[src/logic/hps_defines.svh]
// timing constants for the handset power-up sequencer
// assumes a 20 MHz system clock; times in their own units
`ifndef HPS_DEFINES_SVH
`define HPS_DEFINES_SVH
`define HPS_CLK_HZ        20000000
`define HPS_DEBOUNCE_MS   32
`define HPS_LDO_STD_US    125
`define HPS_LDO_OPT_MS    10
`define HPS_RESET_MS      20
`define HPS_HOLDUP_MS     500
`define HPS_FLAG_MAX_US   10
// cycle counts derived from the times above
`define HPS_DEBOUNCE_CYC  (`HPS_DEBOUNCE_MS * (`HPS_CLK_HZ / 1000))
`define HPS_LDO_STD_CYC   (`HPS_LDO_STD_US * (`HPS_CLK_HZ / 1000000))
`define HPS_LDO_OPT_CYC   (`HPS_LDO_OPT_MS * (`HPS_CLK_HZ / 1000))
`define HPS_RESET_CYC     (`HPS_RESET_MS * (`HPS_CLK_HZ / 1000))
`define HPS_HOLDUP_CYC    (`HPS_HOLDUP_MS * (`HPS_CLK_HZ / 1000))
`define HPS_FLAG_CYC      (`HPS_FLAG_MAX_US * (`HPS_CLK_HZ / 1000000) / 2)
`endif

[src/logic/hps_pkg.sv]
// types for the handset power-up sequencer
// assumes nothing beyond the defines header
package hps_pkg;
	typedef enum logic [3:0] {
		ST_OFF    = 4'h0,
		ST_REG1   = 4'h1,
		ST_GAP12  = 4'h3,
		ST_REG2   = 4'h2,
		ST_RSTDLY = 4'h6,
		ST_HOLDUP = 4'h7,
		ST_ON     = 4'h5,
		ST_DN2    = 4'h4,
		ST_DN1    = 4'hc
	} hps_state_type;
endpackage

[src/logic/hps_flag_if.sv]
// interface carrying the two regulator good flags and the enables
// assumes one clock shared by both ends
`timescale 1ns/10ps
interface hps_flag_if;
	logic [1:0] reg_en;
	logic [1:0] good;
	modport seq (output reg_en, input good);
	modport mon (input reg_en, output good);
endinterface

[src/logic/hps_flag_filter.sv]
// good-flag filters: comparator levels synchronised and delayed
// assumes raw comparator levels (above 95% / above 90%) from analog
`timescale 1ns/10ps
`include "hps_defines.svh"
module hps_flag_filter
#(
	parameter int FLAG_CYC = `HPS_FLAG_CYC
)
(
	input  wire logic       sys_clk_i,
	input  wire logic       srst_i,
	input  wire logic [1:0] above_rise_i,
	input  wire logic [1:0] above_fall_i,
	hps_flag_if.mon         flags
);
	////////////////////////////////////////////////////////////////
	// per regulator: hysteresis then a bounded settle delay
	genvar g;
	generate
		for (g = 0; g < 2; g++)
		begin : g_flag
			logic [1:0] sync_hi;
			logic [1:0] sync_lo;
			logic       raw;
			logic       good;
			logic [7:0] cnt;
			// two-flop synchronisers for analog comparator levels
			always_ff @(posedge sys_clk_i)
			begin
				sync_hi <= {sync_hi[0], above_rise_i[g]};
				sync_lo <= {sync_lo[0], above_fall_i[g]};
			end
			// hysteresis: set at 95 %, clear below 90 %
			always_ff @(posedge sys_clk_i)
			begin
				if (srst_i)
					raw <= 1'b0;
				else if (sync_hi[1])
					raw <= 1'b1;
				else if (!sync_lo[1])
					raw <= 1'b0;
			end
			// flag follows raw after a fixed delay under 10 us
			always_ff @(posedge sys_clk_i)
			begin
				if (srst_i)
				begin
					good <= 1'b0;
					cnt  <= 8'h00;
				end
				else if (raw == good)
					cnt <= 8'h00;
				else if (cnt >= 8'(FLAG_CYC - 1))
				begin
					good <= raw;
					cnt  <= 8'h00;
				end
				else
					cnt <= cnt + 8'h01;
			end
			assign flags.good[g] = good;
		end
	endgenerate
endmodule

[src/logic/hps_sequencer.sv]
// handset power-up / power-down sequencer, top level
// assumes pins are asynchronous; comparators supply raw levels
`timescale 1ns/10ps
`include "hps_defines.svh"
module hps_sequencer
	import hps_pkg::*;
#(
	parameter int  DEBOUNCE_CYC = `HPS_DEBOUNCE_CYC,
	parameter int  RESET_CYC    = `HPS_RESET_CYC,
	parameter int  HOLDUP_CYC   = `HPS_HOLDUP_CYC,
	parameter int  LDO_OPT_CYC  = `HPS_LDO_OPT_CYC,
	parameter bit  LDO_OPTIONAL = 1'b0
)
(
	input  wire logic       sys_clk_i,
	input  wire logic       srst_i,
	input  wire logic       key_press_in_i,
	input  wire logic       charger_detect_n_i,
	input  wire logic       keep_alive_in_i,
	input  wire logic [1:0] flag_rise_threshold_i,
	input  wire logic [1:0] flag_fall_threshold_i,
	output logic [1:0]      regulator_en_o,
	output logic            cpu_reset_n_o,
	output logic            wake_req_n_o,
	output logic            wake_req_oe_n_o
);
	import hps_pkg::*;
	localparam int LDO_CYC = LDO_OPTIONAL ? LDO_OPT_CYC
		: `HPS_LDO_STD_CYC;

	hps_flag_if    fl ();
	hps_state_type state;
	logic [1:0]    key_s;
	logic [1:0]    chg_s;
	logic [1:0]    ka_s;
	logic          key_db;
	logic          chg_db;
	logic          key_db_d;
	logic [24:0]   key_cnt;
	logic [24:0]   chg_cnt;
	logic [24:0]   tmr;
	logic          wake;
	logic          next_wake;
	logic          shut;

	////////////////////////////////////////////////////////////////
	// good-flag generation
	hps_flag_filter u_flags (
		.sys_clk_i    (sys_clk_i),
		.srst_i       (srst_i),
		.above_rise_i (flag_rise_threshold_i),
		.above_fall_i (flag_fall_threshold_i),
		.flags        (fl.mon)
	);

	////////////////////////////////////////////////////////////////
	// pin synchronisers
	always_ff @(posedge sys_clk_i)
	begin
		key_s <= {key_s[0], key_press_in_i};
		chg_s <= {chg_s[0], charger_detect_n_i};
		ka_s  <= {ka_s[0], keep_alive_in_i};
	end

	// debounce: level must stand unchanged for the full interval
	always_ff @(posedge sys_clk_i)
	begin
		if (srst_i)
		begin
			key_db  <= 1'b0;
			key_cnt <= '0;
		end
		else if (key_s[1] == key_db)
			key_cnt <= '0;
		else if (key_cnt >= 25'(DEBOUNCE_CYC - 1))
		begin
			key_db  <= key_s[1];
			key_cnt <= '0;
		end
		else
			key_cnt <= key_cnt + 25'h1;
	end

	// charger debounce, active low input, reset value inactive
	always_ff @(posedge sys_clk_i)
	begin
		if (srst_i)
		begin
			chg_db  <= 1'b0;
			chg_cnt <= '0;
		end
		else if (!chg_s[1] == chg_db)
			chg_cnt <= '0;
		else if (chg_cnt >= 25'(DEBOUNCE_CYC - 1))
		begin
			chg_db  <= !chg_s[1];
			chg_cnt <= '0;
		end
		else
			chg_cnt <= chg_cnt + 25'h1;
	end

	always_ff @(posedge sys_clk_i)
	begin
		if (srst_i)
			key_db_d <= 1'b0;
		else
			key_db_d <= key_db;
	end

	// shutdown request: keep-alive low without charger, or flag loss
	assign shut = (!ka_s[1] && !chg_db)
		|| (fl.good != 2'b11);

	////////////////////////////////////////////////////////////////
	// sequencer, with one shared interval timer
	always_ff @(posedge sys_clk_i)
	begin
		if (srst_i)
		begin
			state <= ST_OFF;
			tmr   <= '0;
		end
		else
		begin
			tmr <= tmr + 25'h1;
			case (state)
			ST_OFF:
				if ((key_db && !key_db_d) || chg_db)
					state <= ST_REG1;
			ST_REG1:
				if (fl.good[0])
				begin
					state <= ST_GAP12;
					tmr   <= '0;
				end
			ST_GAP12:
				if (!fl.good[0])
					state <= ST_DN1;
				else if (tmr >= 25'(LDO_CYC - 1))
					state <= ST_REG2;
			ST_REG2:
				if (fl.good == 2'b11)
				begin
					state <= ST_RSTDLY;
					tmr   <= '0;
				end
				else if (!fl.good[0])
				begin
					state <= ST_DN2;
					tmr   <= '0;
				end
			ST_RSTDLY:
				if (fl.good != 2'b11)
				begin
					state <= ST_DN2;
					tmr   <= '0;
				end
				else if (tmr >= 25'(RESET_CYC - 1))
				begin
					state <= ST_HOLDUP;
					tmr   <= '0;
				end
			ST_HOLDUP:
				if (fl.good != 2'b11)
				begin
					state <= ST_DN2;
					tmr   <= '0;
				end
				else if (ka_s[1])
					state <= ST_ON;
				else if (tmr >= 25'(HOLDUP_CYC - 1) && !chg_db)
				begin
					state <= ST_DN2;
					tmr   <= '0;
				end
				else if (tmr >= 25'(HOLDUP_CYC - 1))
					state <= ST_ON;
			ST_ON:
				if (shut)
				begin
					state <= ST_DN2;
					tmr   <= '0;
				end
			ST_DN2:
				if (tmr >= 25'(RESET_CYC - 1))
					state <= ST_DN1;
			ST_DN1:
				if (fl.good[1])
					tmr <= '0;
				else if (tmr >= 25'(LDO_CYC - 1) && !fl.reg_en[1])
					state <= ST_OFF;
			default:
				state <= ST_OFF;
			endcase
		end
	end

	////////////////////////////////////////////////////////////////
	// registered outputs
	always_ff @(posedge sys_clk_i)
	begin
		if (srst_i)
		begin
			fl.reg_en     <= 2'b00;
			cpu_reset_n_o <= 1'b0;
			regulator_en_o <= 2'b00;
		end
		else
		begin
			fl.reg_en[0] <= !(state == ST_OFF)
				&& !(state == ST_DN1 && !fl.good[1]
				&& tmr >= 25'(LDO_CYC - 1));
			fl.reg_en[1] <= (state == ST_REG2) || (state == ST_RSTDLY)
				|| (state == ST_HOLDUP) || (state == ST_ON)
				|| (state == ST_DN2 && tmr < 25'(RESET_CYC - 1));
			cpu_reset_n_o <= (state == ST_HOLDUP && fl.good == 2'b11
				&& (ka_s[1] || chg_db || tmr < 25'(HOLDUP_CYC - 1)))
				|| (state == ST_ON && !shut)
				|| (state == ST_RSTDLY && fl.good == 2'b11
				&& tmr >= 25'(RESET_CYC - 1));
			regulator_en_o <= fl.reg_en;
		end
	end

	// wake request from key acceptance until keep-alive or window end;
	// dropped on every way down so it never outlives a failed start
	always_comb
	begin
		next_wake = wake;
		if (state == ST_OFF && key_db && !key_db_d)
			next_wake = 1'b1;
		else if (state == ST_ON || state == ST_DN2 || state == ST_DN1
			|| state == ST_OFF)
			next_wake = 1'b0;
	end

	always_ff @(posedge sys_clk_i)
	begin
		if (srst_i)
			wake <= 1'b0;
		else
			wake <= next_wake;
	end

	// open drain: line only ever pulled low, enable low while driving
	always_ff @(posedge sys_clk_i)
	begin
		if (srst_i)
		begin
			wake_req_n_o    <= 1'b0;
			wake_req_oe_n_o <= 1'b1;
		end
		else
		begin
			wake_req_n_o    <= 1'b0;
			wake_req_oe_n_o <= !next_wake;
		end
	end

	////////////////////////////////////////////////////////////////
	// assertions
	property p_reset_needs_flags;
		@(posedge sys_clk_i) disable iff (srst_i)
		$rose(cpu_reset_n_o) |-> $past(fl.good) == 2'b11;
	endproperty
	a_reset_needs_flags: assert property (p_reset_needs_flags)
		else $error("reset released without both good flags");

	property p_flag_loss_drops_reset;
		@(posedge sys_clk_i) disable iff (srst_i)
		(cpu_reset_n_o && fl.good != 2'b11) |=> !cpu_reset_n_o;
	endproperty
	a_flag_loss_drops_reset: assert property (p_flag_loss_drops_reset)
		else $error("reset held high after good flag loss");

	property p_reg2_after_reg1;
		@(posedge sys_clk_i) disable iff (srst_i)
		$rose(fl.reg_en[1]) |-> fl.good[0] && fl.reg_en[0];
	endproperty
	a_reg2_after_reg1: assert property (p_reg2_after_reg1)
		else $error("second regulator enabled before first good");

	property p_gap_waits;
		@(posedge sys_clk_i) disable iff (srst_i)
		(state == ST_GAP12 && tmr < 25'(LDO_CYC - 1)) |=> !fl.reg_en[1];
	endproperty
	a_gap_waits: assert property (p_gap_waits)
		else $error("second regulator enabled early");

	property p_reg2_off_delay;
		@(posedge sys_clk_i) disable iff (srst_i)
		(state == ST_DN2 && tmr == 25'h0) |=> fl.reg_en[1];
	endproperty
	a_reg2_off_delay: assert property (p_reg2_off_delay)
		else $error("second regulator dropped before reset delay");

	property p_reg1_last;
		@(posedge sys_clk_i) disable iff (srst_i)
		$fell(fl.reg_en[0]) |-> !fl.reg_en[1] && !fl.good[1];
	endproperty
	a_reg1_last: assert property (p_reg1_last)
		else $error("first regulator off before second");

	property p_wake_only_from_key;
		@(posedge sys_clk_i) disable iff (srst_i)
		$fell(wake_req_oe_n_o) |-> $past(key_db) && !$past(key_db_d);
	endproperty
	a_wake_only_from_key: assert property (p_wake_only_from_key)
		else $error("wake request without key press");

	property p_wake_release;
		@(posedge sys_clk_i) disable iff (srst_i)
		(state == ST_ON) |=> ##1 wake_req_oe_n_o;
	endproperty
	a_wake_release: assert property (p_wake_release)
		else $error("wake request held after keep-alive");

	property p_od_low;
		@(posedge sys_clk_i) disable iff (srst_i)
		!wake_req_oe_n_o |-> !wake_req_n_o && state != ST_OFF;
	endproperty
	a_od_low: assert property (p_od_low)
		else $error("open drain driving high");

	property p_off_no_reg;
		@(posedge sys_clk_i) disable iff (srst_i)
		(state == ST_OFF) [*2] |-> fl.reg_en == 2'b00;
	endproperty
	a_off_no_reg: assert property (p_off_no_reg)
		else $error("regulator on while off");

	c_powered_up: cover property (@(posedge sys_clk_i) state == ST_ON);
	c_holdup_fail: cover property (@(posedge sys_clk_i)
		state == ST_HOLDUP ##1 state == ST_DN2);
	c_back_off: cover property (@(posedge sys_clk_i)
		state == ST_DN1 ##1 state == ST_OFF);
endmodule

[config.mk]
export PLATFORM = sky130hd
export DESIGN_NAME = hps_sequencer
export DESIGN_NICKNAME = d
export VERILOG_FILES = /design/src/logic/hps_pkg.sv /design/src/logic/hps_flag_if.sv /design/src/logic/hps_flag_filter.sv /design/src/logic/hps_sequencer.sv
export VERILOG_INCLUDE_DIRS = /design/src /design/src/logic
export SDC_FILE = /design/constraint.sdc
export NUM_CORES = 1
export LEC_CHECK = 0
export BUFFER_PORTS_ARGS = -buffer_cell sky130_fd_sc_hd__buf_4
export CAP_MARGIN = 20
export CORE_UTILIZATION = 61
export CTS_CLUSTER_SIZE = 40
export DETAILED_ROUTE_END_ITERATION = 6
export PLACE_DENSITY = 0.83
export SYNTH_ARGS = -nofsm -noshare
export SYNTH_HDL_FRONTEND = slang
export SYNTH_SLANG_ARGS = --single-unit
[constraint.sdc]
create_clock -name sys_clk_i -period 3.2 [get_ports sys_clk_i]
set_clock_uncertainty 0.1 [all_clocks]
set_input_delay 0.32 -clock sys_clk_i [delete_from_list [all_inputs] [get_ports sys_clk_i]]
set_output_delay 0.32 -clock sys_clk_i [all_outputs]
set_load 0.005 [all_outputs]
Word-level counts from Yosys, hierarchy flattened:

Cells that the tools add are included.

* $lt $le $gt $ge: 9
* equal/unequal tests: 26
* mux-type cells: 34
* reduce and logical (&&, ||, !) cells: 48
* add/subtract/negate cells: 5
* bitwise gates (word level): 4

Operators by type and width (count)
* $mux W25: 10
* $pmux W25 S6: 1
* $add A25 B1 Y25 const B: 3
* $mux W4: 16
* $ge A25 B20 Y1 const B: 2
* $pmux W4 S9: 1
* $ge A25 B12 Y1 const B: 1
* $ge A25 B19 Y1 const B: 1
* $ge A25 B24 Y1 const B: 1
* $lt A25 B19 Y1 const B: 1
* $lt A25 B24 Y1 const B: 1
* $add A8 B1 Y8 const B: 2
* $eq A4 B3 Y1 const B: 4
* $ge A8 B7 Y1 const B: 2
* $logic_and A1 B1 Y1: 15
* $logic_or A1 B1 Y1: 13
* $ne A2 B2 Y1 const B: 6
* $reduce_or A3 Y1: 4
* $logic_not A1 Y1: 10
* $reduce_and A10 Y1: 1
* $eq A4 B2 Y1 const B: 2
* $reduce_and A2 Y1: 4
* $mux W1: 6
* $ne A2 B1 Y1 const B: 3
* other kinds (9): 16

* word-level logic and storage cells: 151
* output and inout port bits: 5
* input bits: 9
* register bits after elaboration: 123

Longest topological paths before layout:

Gate-level depths: netlist of the first run.

* depth in word-level cells: 7
* gate-level depth with buffers: 8
* gate-level depth less buffers: 7

Modules after synthesis:

Synthesis of the first run repeated with hierarchy kept, for this count alone.

* cells, all modules: 550
* area, all modules: 4982.3 um^2

Modules (own cells, without submodules)
* hps_sequencer: cells each 461, times used 1, sequential area each 1901.8 um^2, area each 4048.9 um^2
* hps_flag_filter: cells each 89, times used 1, sequential area each 560.5 um^2, area each 933.4 um^2

Worst setup path after synthesis of the first run:

No wires, ideal clock.

* path type: register to register
* from: register tmr[13]
* to: register tmr[16]
* path buffers: 2
* arrival time: 2.433 ns
* setup slack: 0.552 ns
* data required time: 2.985 ns
* stages on the path, launching flop included: 9
* path through: dfxtp_1 buf_6 or4_1 or4_1 or3b_1 o2bb2ai_1 o21ai_4 buf_6 nor2_1

* word-level cells in the longest chain between the ends: 6
* elaborated cells on any way between the ends: 15

RTL lines
* start: declaration: line hps_sequencer.sv:41 `logic [24:0] tmr;`
* start signal: assignment: line hps_sequencer.sv:126 `tmr <= tmr + 25'h1;`
* $ge A25 B24 Y1: line hps_sequencer.sv:172 `else if (tmr >= 25'(HOLDUP_CYC - 1) && !chg_db)`
* $logic_and A1 B1 Y1: line hps_sequencer.sv:172
* $mux W25: line hps_sequencer.sv:172
* $mux W25: line hps_sequencer.sv:170 `else if (ka_s[1])`
* $mux W25: line hps_sequencer.sv:165 `if (fl.good != 2'b11)`
* $pmux W25 S6 *: line hps_sequencer.sv:127 `case (state)`

Every way passes the cells marked *; elsewhere a longest branch is shown, timed or not.
A chain may end at the register's enable or synchronous reset.

Worst setup path in the final report of the first run:

* from: register tmr[13]
* to: register state[0]

* word-level cells in the longest chain between the ends: 6
* elaborated cells on any way between the ends: 15

RTL lines
* $ge A25 B24 Y1: line hps_sequencer.sv:172, hps_sequencer.sv:177
* $logic_and A1 B1 Y1: line hps_sequencer.sv:172
* $mux W4: line hps_sequencer.sv:172
* $mux W4: line hps_sequencer.sv:170
* $mux W4: line hps_sequencer.sv:165
* $pmux W4 S9: line hps_sequencer.sv:127
* end signal: assignment: line hps_sequencer.sv:167 `state <= ST_DN2;`
* end signal: assignment: line hps_sequencer.sv:171 `state <= ST_ON;`
* end signal: assignment: line hps_sequencer.sv:174 `state <= ST_DN2;`
* end: declaration: line hps_sequencer.sv:32 `hps_state_type state;`

Several ways; a longest one is shown, not always the timed one.

==> results of run 1 <==
[routing by layer]
metal	global-route usage	vias to the layer above	wire (µm)
li1	-	1965	-
met1	0.291	1863	4110
met4	0.112	0	195
met3	0.0681	28	450
met2	0.411	114	4940
met5	0	-	0
[power by group through the flow]
stage               Clock (mW)  Sequential (mW)  Combinational [mW]
floorplan                    0             1.66               0.288
global placement             0             1.71               0.291
detailed placement           0             1.71               0.299
CTS                       1.76             1.68               0.317
global route              1.84             1.69               0.355
finish                    1.73             1.68               0.322
[path summary, 6_finish.rpt]
kind / from / endpoint / slack, ns / depth (start not counted)
setup / recovery: tmr[13]$_SDFF_PP0_ / state[0]$_SDFFE_PP0P_ / 0.34 / 6
hold / removal: srst_i / key_db$_SDFFE_PP0P_ / 0.05 / 2
setup reg to reg: tmr[13]$_SDFF_PP0_ / state[0]$_SDFFE_PP0P_ / 0.34 / 6
hold reg to reg: key_s[0]$_DFF_P_ / key_s[1]$_DFF_P_ / 0.23 / 0
[area by class of cell]
class,count,share of cell area
sequential,123,0.424
multi-input combinational,409,0.420
clock buffer,19,0.0760
timing repair buffer,21,0.0302
tap,102,0.0220
clock inverter,13,0.0183
inverter,15,0.00969
[worst max-delay path, cell delays in order, from the launching register on]
cell     delay (ns)
dfxtp_1        0.38
or4_1          0.57
or4_1          0.53
or3b_1         0.41
a21oi_1        0.30
and2_1         0.27
o21ai_0        0.16
[per-stage QoR]
| step | cell area [µm²] | instances | setup slack, ns |
|---|---|---|---|
| after floorplan | 5070 | 569 | 0.552 |
| after global placement | 5190 | 663 | 0.476 |
| after detailed placement | 5190 | 663 | 0.406 |
| after CTS | 5810 | 702 | 0.382 |
| after global routing | 5810 | 702 | 0.213 |
| final | 5810 | 702 | 0.339 |
[kinds of logic after synthesis]
family                     Yosys count
buffers and inverters               37
AOI/OAI and AO/OA                   60
other                                1
muxes                                3
DFF                                123
adders and majority gates            6
xor gates and xnor gates            71
and+or+nand+nor                    256
[registers in the layout (all words and copies together), names as in the netlist, 2 cells and up]
register / count
u_flags.g_flag.cnt: 16
u_flags.g_flag.sync_lo: 4
key_cnt: 25
fl.reg_en: 2
chg_s: 2
u_flags.g_flag.good: 2
u_flags.g_flag.sync_hi: 4
chg_cnt: 25
tmr: 25
key_s: 2
u_flags.g_flag.raw: 2
ka_s: 2
state: 4
regulator_en_o: 2
[layout by cell type (no fill, tap or decap), drive strengths merged, types with 4 or more instances in the layout]
cell type and count:
dfxtp 123, buf 14, inv 22, or4 9, clkinv 4, nand4 9
xnor2 31, nand2 31, nor3 9, nor2 108, a21oi 14, o21ai 14
xor2 40, conb 13, ha 5, or3 7, clkbuf 19, nand3 35
a211oi 7, and3 14, nor2b 5, dlygate4sd3 7, nor4 10
==> flow_summary.toml, run 1 <==
[timing]
relSlewSlack = 0.386
slew_violations = 0
finalCritPeriodShare = 0.894
tightestPinTransition_ns = 0.913
timing.fmax_ghz = 0.350
setup_viol = 0
hold_viol_final = 0
period_needed_ns = 2.86
hold-worst-slack_ns = 0.0463
tns_ns = 0
rsz0062_at_grt = "no"

[yosys]
synth_area_leaders = "dfxtp_1 49%, nor2_1 8.1%, xor2_1 7.0%"
synth-main-ff-cell = "dfxtp_1"
synth-xor-area-share = 0.124
netlist_instances = 557
yosys-top-cells-count = "123 x dfxtp_1, 108 x nor2_1, 40 x xor2_1"
synth_most_common_cell = "dfxtp_1"
ys_types = 55
yosysTopAreaCellShare = 0.490
synth_area_per_cell_um2 = 9.02
synth-compound-area-share = 0.0847
synth_top_family_by_area = "simple AND/OR/NAND/NOR gates"
ys_warn_count = 0
syn_area_mm2 = 0.00502
synth_simple_gate_area_frac = 0.247
yosys.area.top_type = "dfxtp_1"
async_flop_share = 0
muxShareOfSynthArea = 0.00598
synth_edf_count = 0
yosysSeqAreaShare = 0.490
synth_fa_ha_area_frac = 0.0144
synth_seq_cells = 123

[route]
routedWlPerCell_um = 13.8
drtIter0Drc = 293
drc = 0
drt-pass1-iter-count = 5
via_count = 3970
wl_mm = 9.70
antenna_left = 0
via_per_inst = 5.66

[power]
power_switching_mw = 0.989
pwr-share-comb = 0.086
irDropWorstVdd_mv = 0.378
power_density_mw_per_mm2 = 643
power.share.sequential = 0.450
clockPowerShare = 0.464
p_sw_frac = 0.265
finalPower_mw = 3.74
p_int_mw = 2.75
p_leak_nw = 2.18

[final_layout]
area_growth_pct = 15.6
finalNetCount = 601
drive_gt1_frac = 0.0850
multiInputGateArea_mm2 = 0.00244
nFillCells = 585
regArea_mm2 = 0.00246
final_util = 0.740
antennaDiodeCount = 0

[floorplan]
dieHeight_um = 92.7
ios = 14
fp.dieW_um = 92.7
die_area_mm2 = 0.00860
start_util = 0.640
rows = 32
coreArea_mm2 = 0.00785

[cts]
tritoncts = "built"
ctsResizeCount = 0
cts_made_buffers = 17
ctsHoldBuffers = 7
clkTransAtPathRegs_ns = 0.06
cts.sinks = 123
clk-insertion-delay-late_ns = 0.52
cts_setup_buffers = 0
ctsLongestPathBuffers = 2
cts_root_buffer = "clkbuf_8"
h-tree-depth = 4

[place]
globalplace.congestion = 0.887
port_buffers = 12
hpwl_mm = 6.08

[global_routing]
grt_max_degree = 26
grt_pass1_vias = 3820
gr-usage-all-layers = 0.245
grt_pass1_wl_mm = 16.8
gr-total-overflow = 0
antenna_found_initial = 0

[run_status]
outcome = "complete, no violations"

[worst_setup_path]
critPathMaxFanout = 9
criticalPathCategory = "register to register"
crit_arrival_ns = 3.13
critPathCaptureType = "register"
required_ns = 3.47
start_kind = "register"

[job]
drv_cap = 0

[worst_hold_path]
worst_hold_path_type = "primary input to register"
(Power assumes the default switching activity.)
==> run 2: changes to the inputs <==
--- a/config.mk
+++ b/config.mk
@@ -6,12 +6,14 @@
 export SDC_FILE = /design/constraint.sdc
 export NUM_CORES = 1
 export LEC_CHECK = 0
-export BUFFER_PORTS_ARGS = -buffer_cell sky130_fd_sc_hd__buf_4
+export BUFFER_PORTS_ARGS = -buffer_cell sky130_fd_sc_hd__buf_2
 export CAP_MARGIN = 20
 export CORE_UTILIZATION = 61
 export CTS_CLUSTER_SIZE = 40
 export DETAILED_ROUTE_END_ITERATION = 6
 export PLACE_DENSITY = 0.83
+export SETUP_SLACK_MARGIN = 0.1
 export SYNTH_ARGS = -nofsm -noshare
 export SYNTH_HDL_FRONTEND = slang
+export SYNTH_HIERARCHICAL = 1
 export SYNTH_SLANG_ARGS = --single-unit
==> flow_summary.toml, run 2 <==
[cts]
ctsHoldBuffers = 7
tritoncts = "built"
ctsLongestPathBuffers = 2
ctsResizeCount = 0
h-tree-depth = 4
clkTransAtPathRegs_ns = 0.06
cts_setup_buffers = 0
clk-insertion-delay-late_ns = 0.51
cts.sinks = 123
cts_made_buffers = 17
cts_root_buffer = "clkbuf_8"

[yosys]
synth_area_leaders = "dfxtp_1 49%, nor2_1 7.8%, xor2_1 7.2%"
async_flop_share = 0
synth_seq_cells = 123
syn_area_mm2 = 0.00498
yosys-top-cells-count = "123 x dfxtp_1, 103 x nor2_1, 41 x xor2_1"
synth_area_per_cell_um2 = 9.06
synth-main-ff-cell = "dfxtp_1"
netlist_instances = 550
yosysSeqAreaShare = 0.494
yosys.area.top_type = "dfxtp_1"
synth_most_common_cell = "dfxtp_1"
synth_edf_count = 0
ys_types = 54
ys_warn_count = 6
yosysTopAreaCellShare = 0.494

[timing]
hold_viol_final = 0
rsz0062_at_grt = "no"
period_needed_ns = 2.53
hold-worst-slack_ns = 0.0866
slew_violations = 0
setup_slack_ns = 0.666
tns_ns = 0
setup_viol = 0
finalCritPeriodShare = 0.792
relSlewSlack = 0.574
timing.fmax_ghz = 0.395
tightestPinTransition_ns = 0.639

[route]
via_count = 3866
routedWlPerCell_um = 13.5
drt-pass1-iter-count = 5
drtIter0Drc = 239
antenna_left = 0
wl_mm = 9.41
drc = 0
via_per_inst = 5.55

[place]
port_buffers = 12
dpl_worst_slack_ns = 0.695
hpwl_mm = 5.97
globalplace.congestion = 0.900

[final_layout]
regArea_mm2 = 0.00246
finalNetCount = 595
antennaDiodeCount = 0
final_cell_mix = "123 x dfxtp_1, 103 x nor2_1, 41 x xor2_1, 36 x nand2_1, 33 x nand3_1"
drive_gt1_frac = 0.0859
area_growth_pct = 17.1
final_common_cell = "dfxtp_1"
reg.largest.list = "chg_cnt: 25 flops, key_cnt: 25 flops, tmr: 25 flops"
nFillCells = 546
multiInputGateArea_mm2 = 0.00244

[power]
power_switching_mw = 0.971
pwr-share-comb = 0.082
p_int_mw = 3.05
power.share.sequential = 0.417
finalPower_mw = 4.02
p_sw_frac = 0.241
power_density_mw_per_mm2 = 690
p_leak_nw = 2.22
irDropWorstVdd_mv = 0.444
clockPowerShare = 0.501

[floorplan]
coreArea_mm2 = 0.00781
die_area_mm2 = 0.00853
rows = 32
start_util = 0.638
fp.dieW_um = 92.4
ios = 14
dieHeight_um = 92.4

[global_routing]
gr-usage-all-layers = 0.240
antenna_found_initial = 0
grt_pass1_vias = 3628
grt_max_degree = 26
grt_pass1_wl_mm = 16.1
gr-total-overflow = 0

[worst_setup_path]
crit_arrival_ns = 2.86
start_kind = "register"
criticalPathCategory = "register to register"
critPathMaxFanout = 5
critPathCaptureType = "register"
required_ns = 3.53

[job]
drv_cap = 0

[worst_hold_path]
worst_hold_path_type = "primary input to register"

[run_status]
outcome = "complete, no violations"
run 2: final cells by class:
class,count,share of cell area
clock buffers,19,0.0757
clock inverters,13,0.0326
inverters,10,0.00643
multi-input cells,409,0.418
flip-flops and latches,123,0.422
well taps,102,0.0219
repair buffers,20,0.0236
run 2: worst paths after layout:
check	from	endpoint	slack, ns	depth (start not counted)
worst min register to register	u_flags/g_flag[1].sync_hi[0]$_DFF_P_	u_flags/g_flag[1].sync_hi[1]$_DFF_P_	0.23	0
worst min-delay path	srst_i	u_flags/g_flag[0].raw$_SDFFE_PP0P_	0.09	2
worst max register to register	tmr[22]$_SDFF_PP0_	state[0]$_SDFFE_PP0P_	0.67	6
worst max-delay path	tmr[22]$_SDFF_PP0_	state[0]$_SDFFE_PP0P_	0.67	6
run 2: power by group through the flow:
stage | Clock [mW] | Sequential, mW | Combinational (mW)
floorplan | 0 | 1.67 | 0.288
global placement | 0 | 1.71 | 0.311
detailed placement | 0 | 1.71 | 0.321
CTS | 2.04 | 1.68 | 0.330
global route | 2.11 | 1.69 | 0.368
finish | 2.01 | 1.68 | 0.331
run 2: metal layers:
layer | global-route usage | vias to the layer above | share of wire
li1 | - | 1946 | -
met1 | 0.277 | 1796 | 0.44
met2 | 0.420 | 105 | 0.50
met3 | 0.0649 | 19 | 0.042
met4 | 0.0977 | 0 | 0.016
met5 | 0 | - | 0
run 2: logic make-up (layout without fill, tap and decap cells):
logic type,count (synthesis),in the layout,share of synthesized area
and+or+nand+nor,258,258,0.253
DFF,123,123,0.494
xor gates and xnor gates,67,67,0.118
AOI/OAI and AO/OA,60,60,0.0844
buffers and inverters,29,62,0.0246
muxes,6,6,0.0121
adders and majority gates,5,5,0.0126
other,2,13,0.00151
run 2: worst max-delay path, stage by stage (launching register included):
cell	delay [ns]
dfxtp_1	0.35
or3_4	0.41
or4_4	0.43
or4_1	0.54
o311a_1	0.14
nand3b_1	0.25
mux2i_1	0.24
run 2: through the flow:
step	util	area [µm²]	cells
2_1_floorplan	-	5020	561
4_1_cts	0.747	5840	696
3_3_place_gp	0.658	5130	657
5_1_grt	0.747	5840	696
6_report	0.747	5840	696
3_5_place_dp	0.658	5130	657
==> run 3: changes to the inputs <==
==> constraint.sdc (replaced) <==
create_clock -name sys_clk_i -period 2.4 [get_ports sys_clk_i]
set_clock_uncertainty 0.1 [all_clocks]
set_input_delay 0.24 -clock sys_clk_i [delete_from_list [all_inputs] [get_ports sys_clk_i]]
set_output_delay 0.24 -clock sys_clk_i [all_outputs]
set_load 0.005 [all_outputs]
==> flow_summary.toml, run 3 (synthesis gave the netlist of run 2 again) <==
[worst_setup_path]
slowest_stage = "or4_4"
critPathTopFamily = "simple AND/OR/NAND/NOR gates"
critical_path.max_stage_delay_ns = 0.45
crit_chain = "or3_4, or4_4, a21oi_1, a311o_1, nand3b_1, mux2i_1"
critPathCaptureType = "register"
critPathMaxFanout = 4
critPathBufInv = 0
start_kind = "register"
required_ns = 2.73
criticalPathCategory = "register to register"
crit_arrival_ns = 2.83

[final_layout]
drive_gt1_frac = 0.144
multiInputGateArea_mm2 = 0.00252
reg.largest.list = "chg_cnt: 25 flops, key_cnt: 25 flops, tmr: 25 flops"
regArea_mm2 = 0.00247
area_growth_pct = 22.2
final_cell_mix = "120 x dfxtp_1, 102 x nor2_1, 41 x xor2_1, 36 x nand2_1, 33 x nand3_1"
finalNetCount = 621
fin_area_mm2 = 0.00609
final_common_cell = "dfxtp_1"
nFillCells = 516
antennaDiodeCount = 0

[timing]
slew_violations = 0
period_needed_ns = 2.50
relSlewSlack = 0.630
timing.fmax_ghz = 0.400
tightestPinTransition_ns = 0.551
setup_viol = 17
hold_viol_final = 0
hold-worst-slack_ns = 0.227
rsz0062_at_grt = "yes"
finalCritPeriodShare = 1.04
setup_slack_ns = -0.101
tns_ns = -0.785

[power]
irDropWorstVdd_mv = 0.700
finalPower_mw = 5.31
p_leak_nw = 2.35
power_density_mw_per_mm2 = 872

[floorplan]
ios = 14
die_area_mm2 = 0.00853
fp.dieW_um = 92.4
rows = 32
start_util = 0.638
dieHeight_um = 92.4
coreArea_mm2 = 0.00781

[cts]
tritoncts = "built"
clk-insertion-delay-late_ns = 0.52
h-tree-depth = 4
ctsLongestPathBuffers = 2
clkTransAtPathRegs_ns = 0.06
cts_root_buffer = "clkbuf_8"
cts_made_buffers = 17
cts.sinks = 123

[place]
globalplace.congestion = 0.898
dpl-instance-area_mm2 = 0.00526
hpwl_mm = 6.32
port_buffers = 12

[run_status]
outcome = "finished with violations"
violations = "setup timing"

[global_routing]
gr-total-overflow = 0
antenna_found_initial = 0
grt_max_degree = 21
gr-usage-all-layers = 0.256
grt_pass1_wl_mm = 17.4
grt_pass1_vias = 4030

[worst_hold_path]
worst_hold_path_type = "register to register"

[route]
drc = 0
wl_mm = 10.9
antenna_left = 0
routedWlPerCell_um = 15.1
via_per_inst = 5.82
drt-pass1-iter-count = 6
drtIter0Drc = 350
via_count = 4199

[job]
drv_cap = 0
run 3: cell count changes in the layout (fill, tap and decap cells not counted), moves of 2 or more:
cell	before	now
dfxtp_1	123	120
buf_6	0	5
buf_4	1	21
dfxtp_2	0	2
clkinv_2	2	7
or3_1	5	3
clkinv_4	5	2
or3_4	1	3
run 3: path summary, 6_finish.rpt:
check / to / cells after the start / startpoint / slack, ns
worst max register to register: state[3]$_SDFFE_PP0P_ / 6 / tmr[22]$_SDFF_PP0_ / -0.10
worst max-delay path: state[3]$_SDFFE_PP0P_ / 6 / tmr[22]$_SDFF_PP0_ / -0.10
worst min register to register: u_flags/g_flag[1].sync_lo[1]$_DFF_P_ / 0 / u_flags/g_flag[1].sync_lo[0]$_DFF_P_ / 0.23
worst min-delay path: u_flags/g_flag[1].sync_lo[1]$_DFF_P_ / 0 / u_flags/g_flag[1].sync_lo[0]$_DFF_P_ / 0.23
run 3: stage by stage:
stage,util,setup WS (ns),cells
detailed placement,0.673,0.0143,673
global placement,0.673,0.119,673
finish,0.780,-0.101,722
CTS,0.764,0.0365,716
global route,0.780,-0.134,722
floorplan,-,0.114,561
run 3: cell type report:
cell class              count  share of cell area
clock buffers              19              0.0709
clock inverters            13              0.0247
inverters                  10             0.00616
multi-input cells         409               0.414
flip-flops and latches    123               0.405
well taps                 102              0.0210
repair buffers             46              0.0581
run 3: worst reg2reg max path, stage by stage (launching register included):
cell and delay (ns):
dfxtp_4 0.34, or3_4 0.41, or4_4 0.45, a21oi_1 0.26, a311o_1 0.30, nand3b_1 0.29, mux2i_1 0.26
run 3: metal layers:
layer  up-vias  GRT usage  share of wire
li1       2001          -              -
met1      1986      0.294           0.42
met2       167      0.443           0.50
met3        45     0.0681          0.055
met4         0      0.117          0.031
met5         -          0              0
run 3: timing repair:
| action | in CTS | in global routing |
|---|---|---|
| pin swaps | 1 | 3 |
| gates cloned | 0 | 1 |
| endpoints found under the setup margin | 29 | 50 |
| buffers inserted | 3 | 5 |
| hold endpoints to repair | 8 | 0 |
| gates resized for setup | 5 | 18 |
| hold buffers | 8 | 0 |
run 3: report_power, final:
part	switching, mW	leakage [nW]	internal (mW)
clock	0.894	0.291	1.60
sequential	0.0616	1.01	2.13
combinational	0.356	1.06	0.271
total	1.31	2.35	4.00
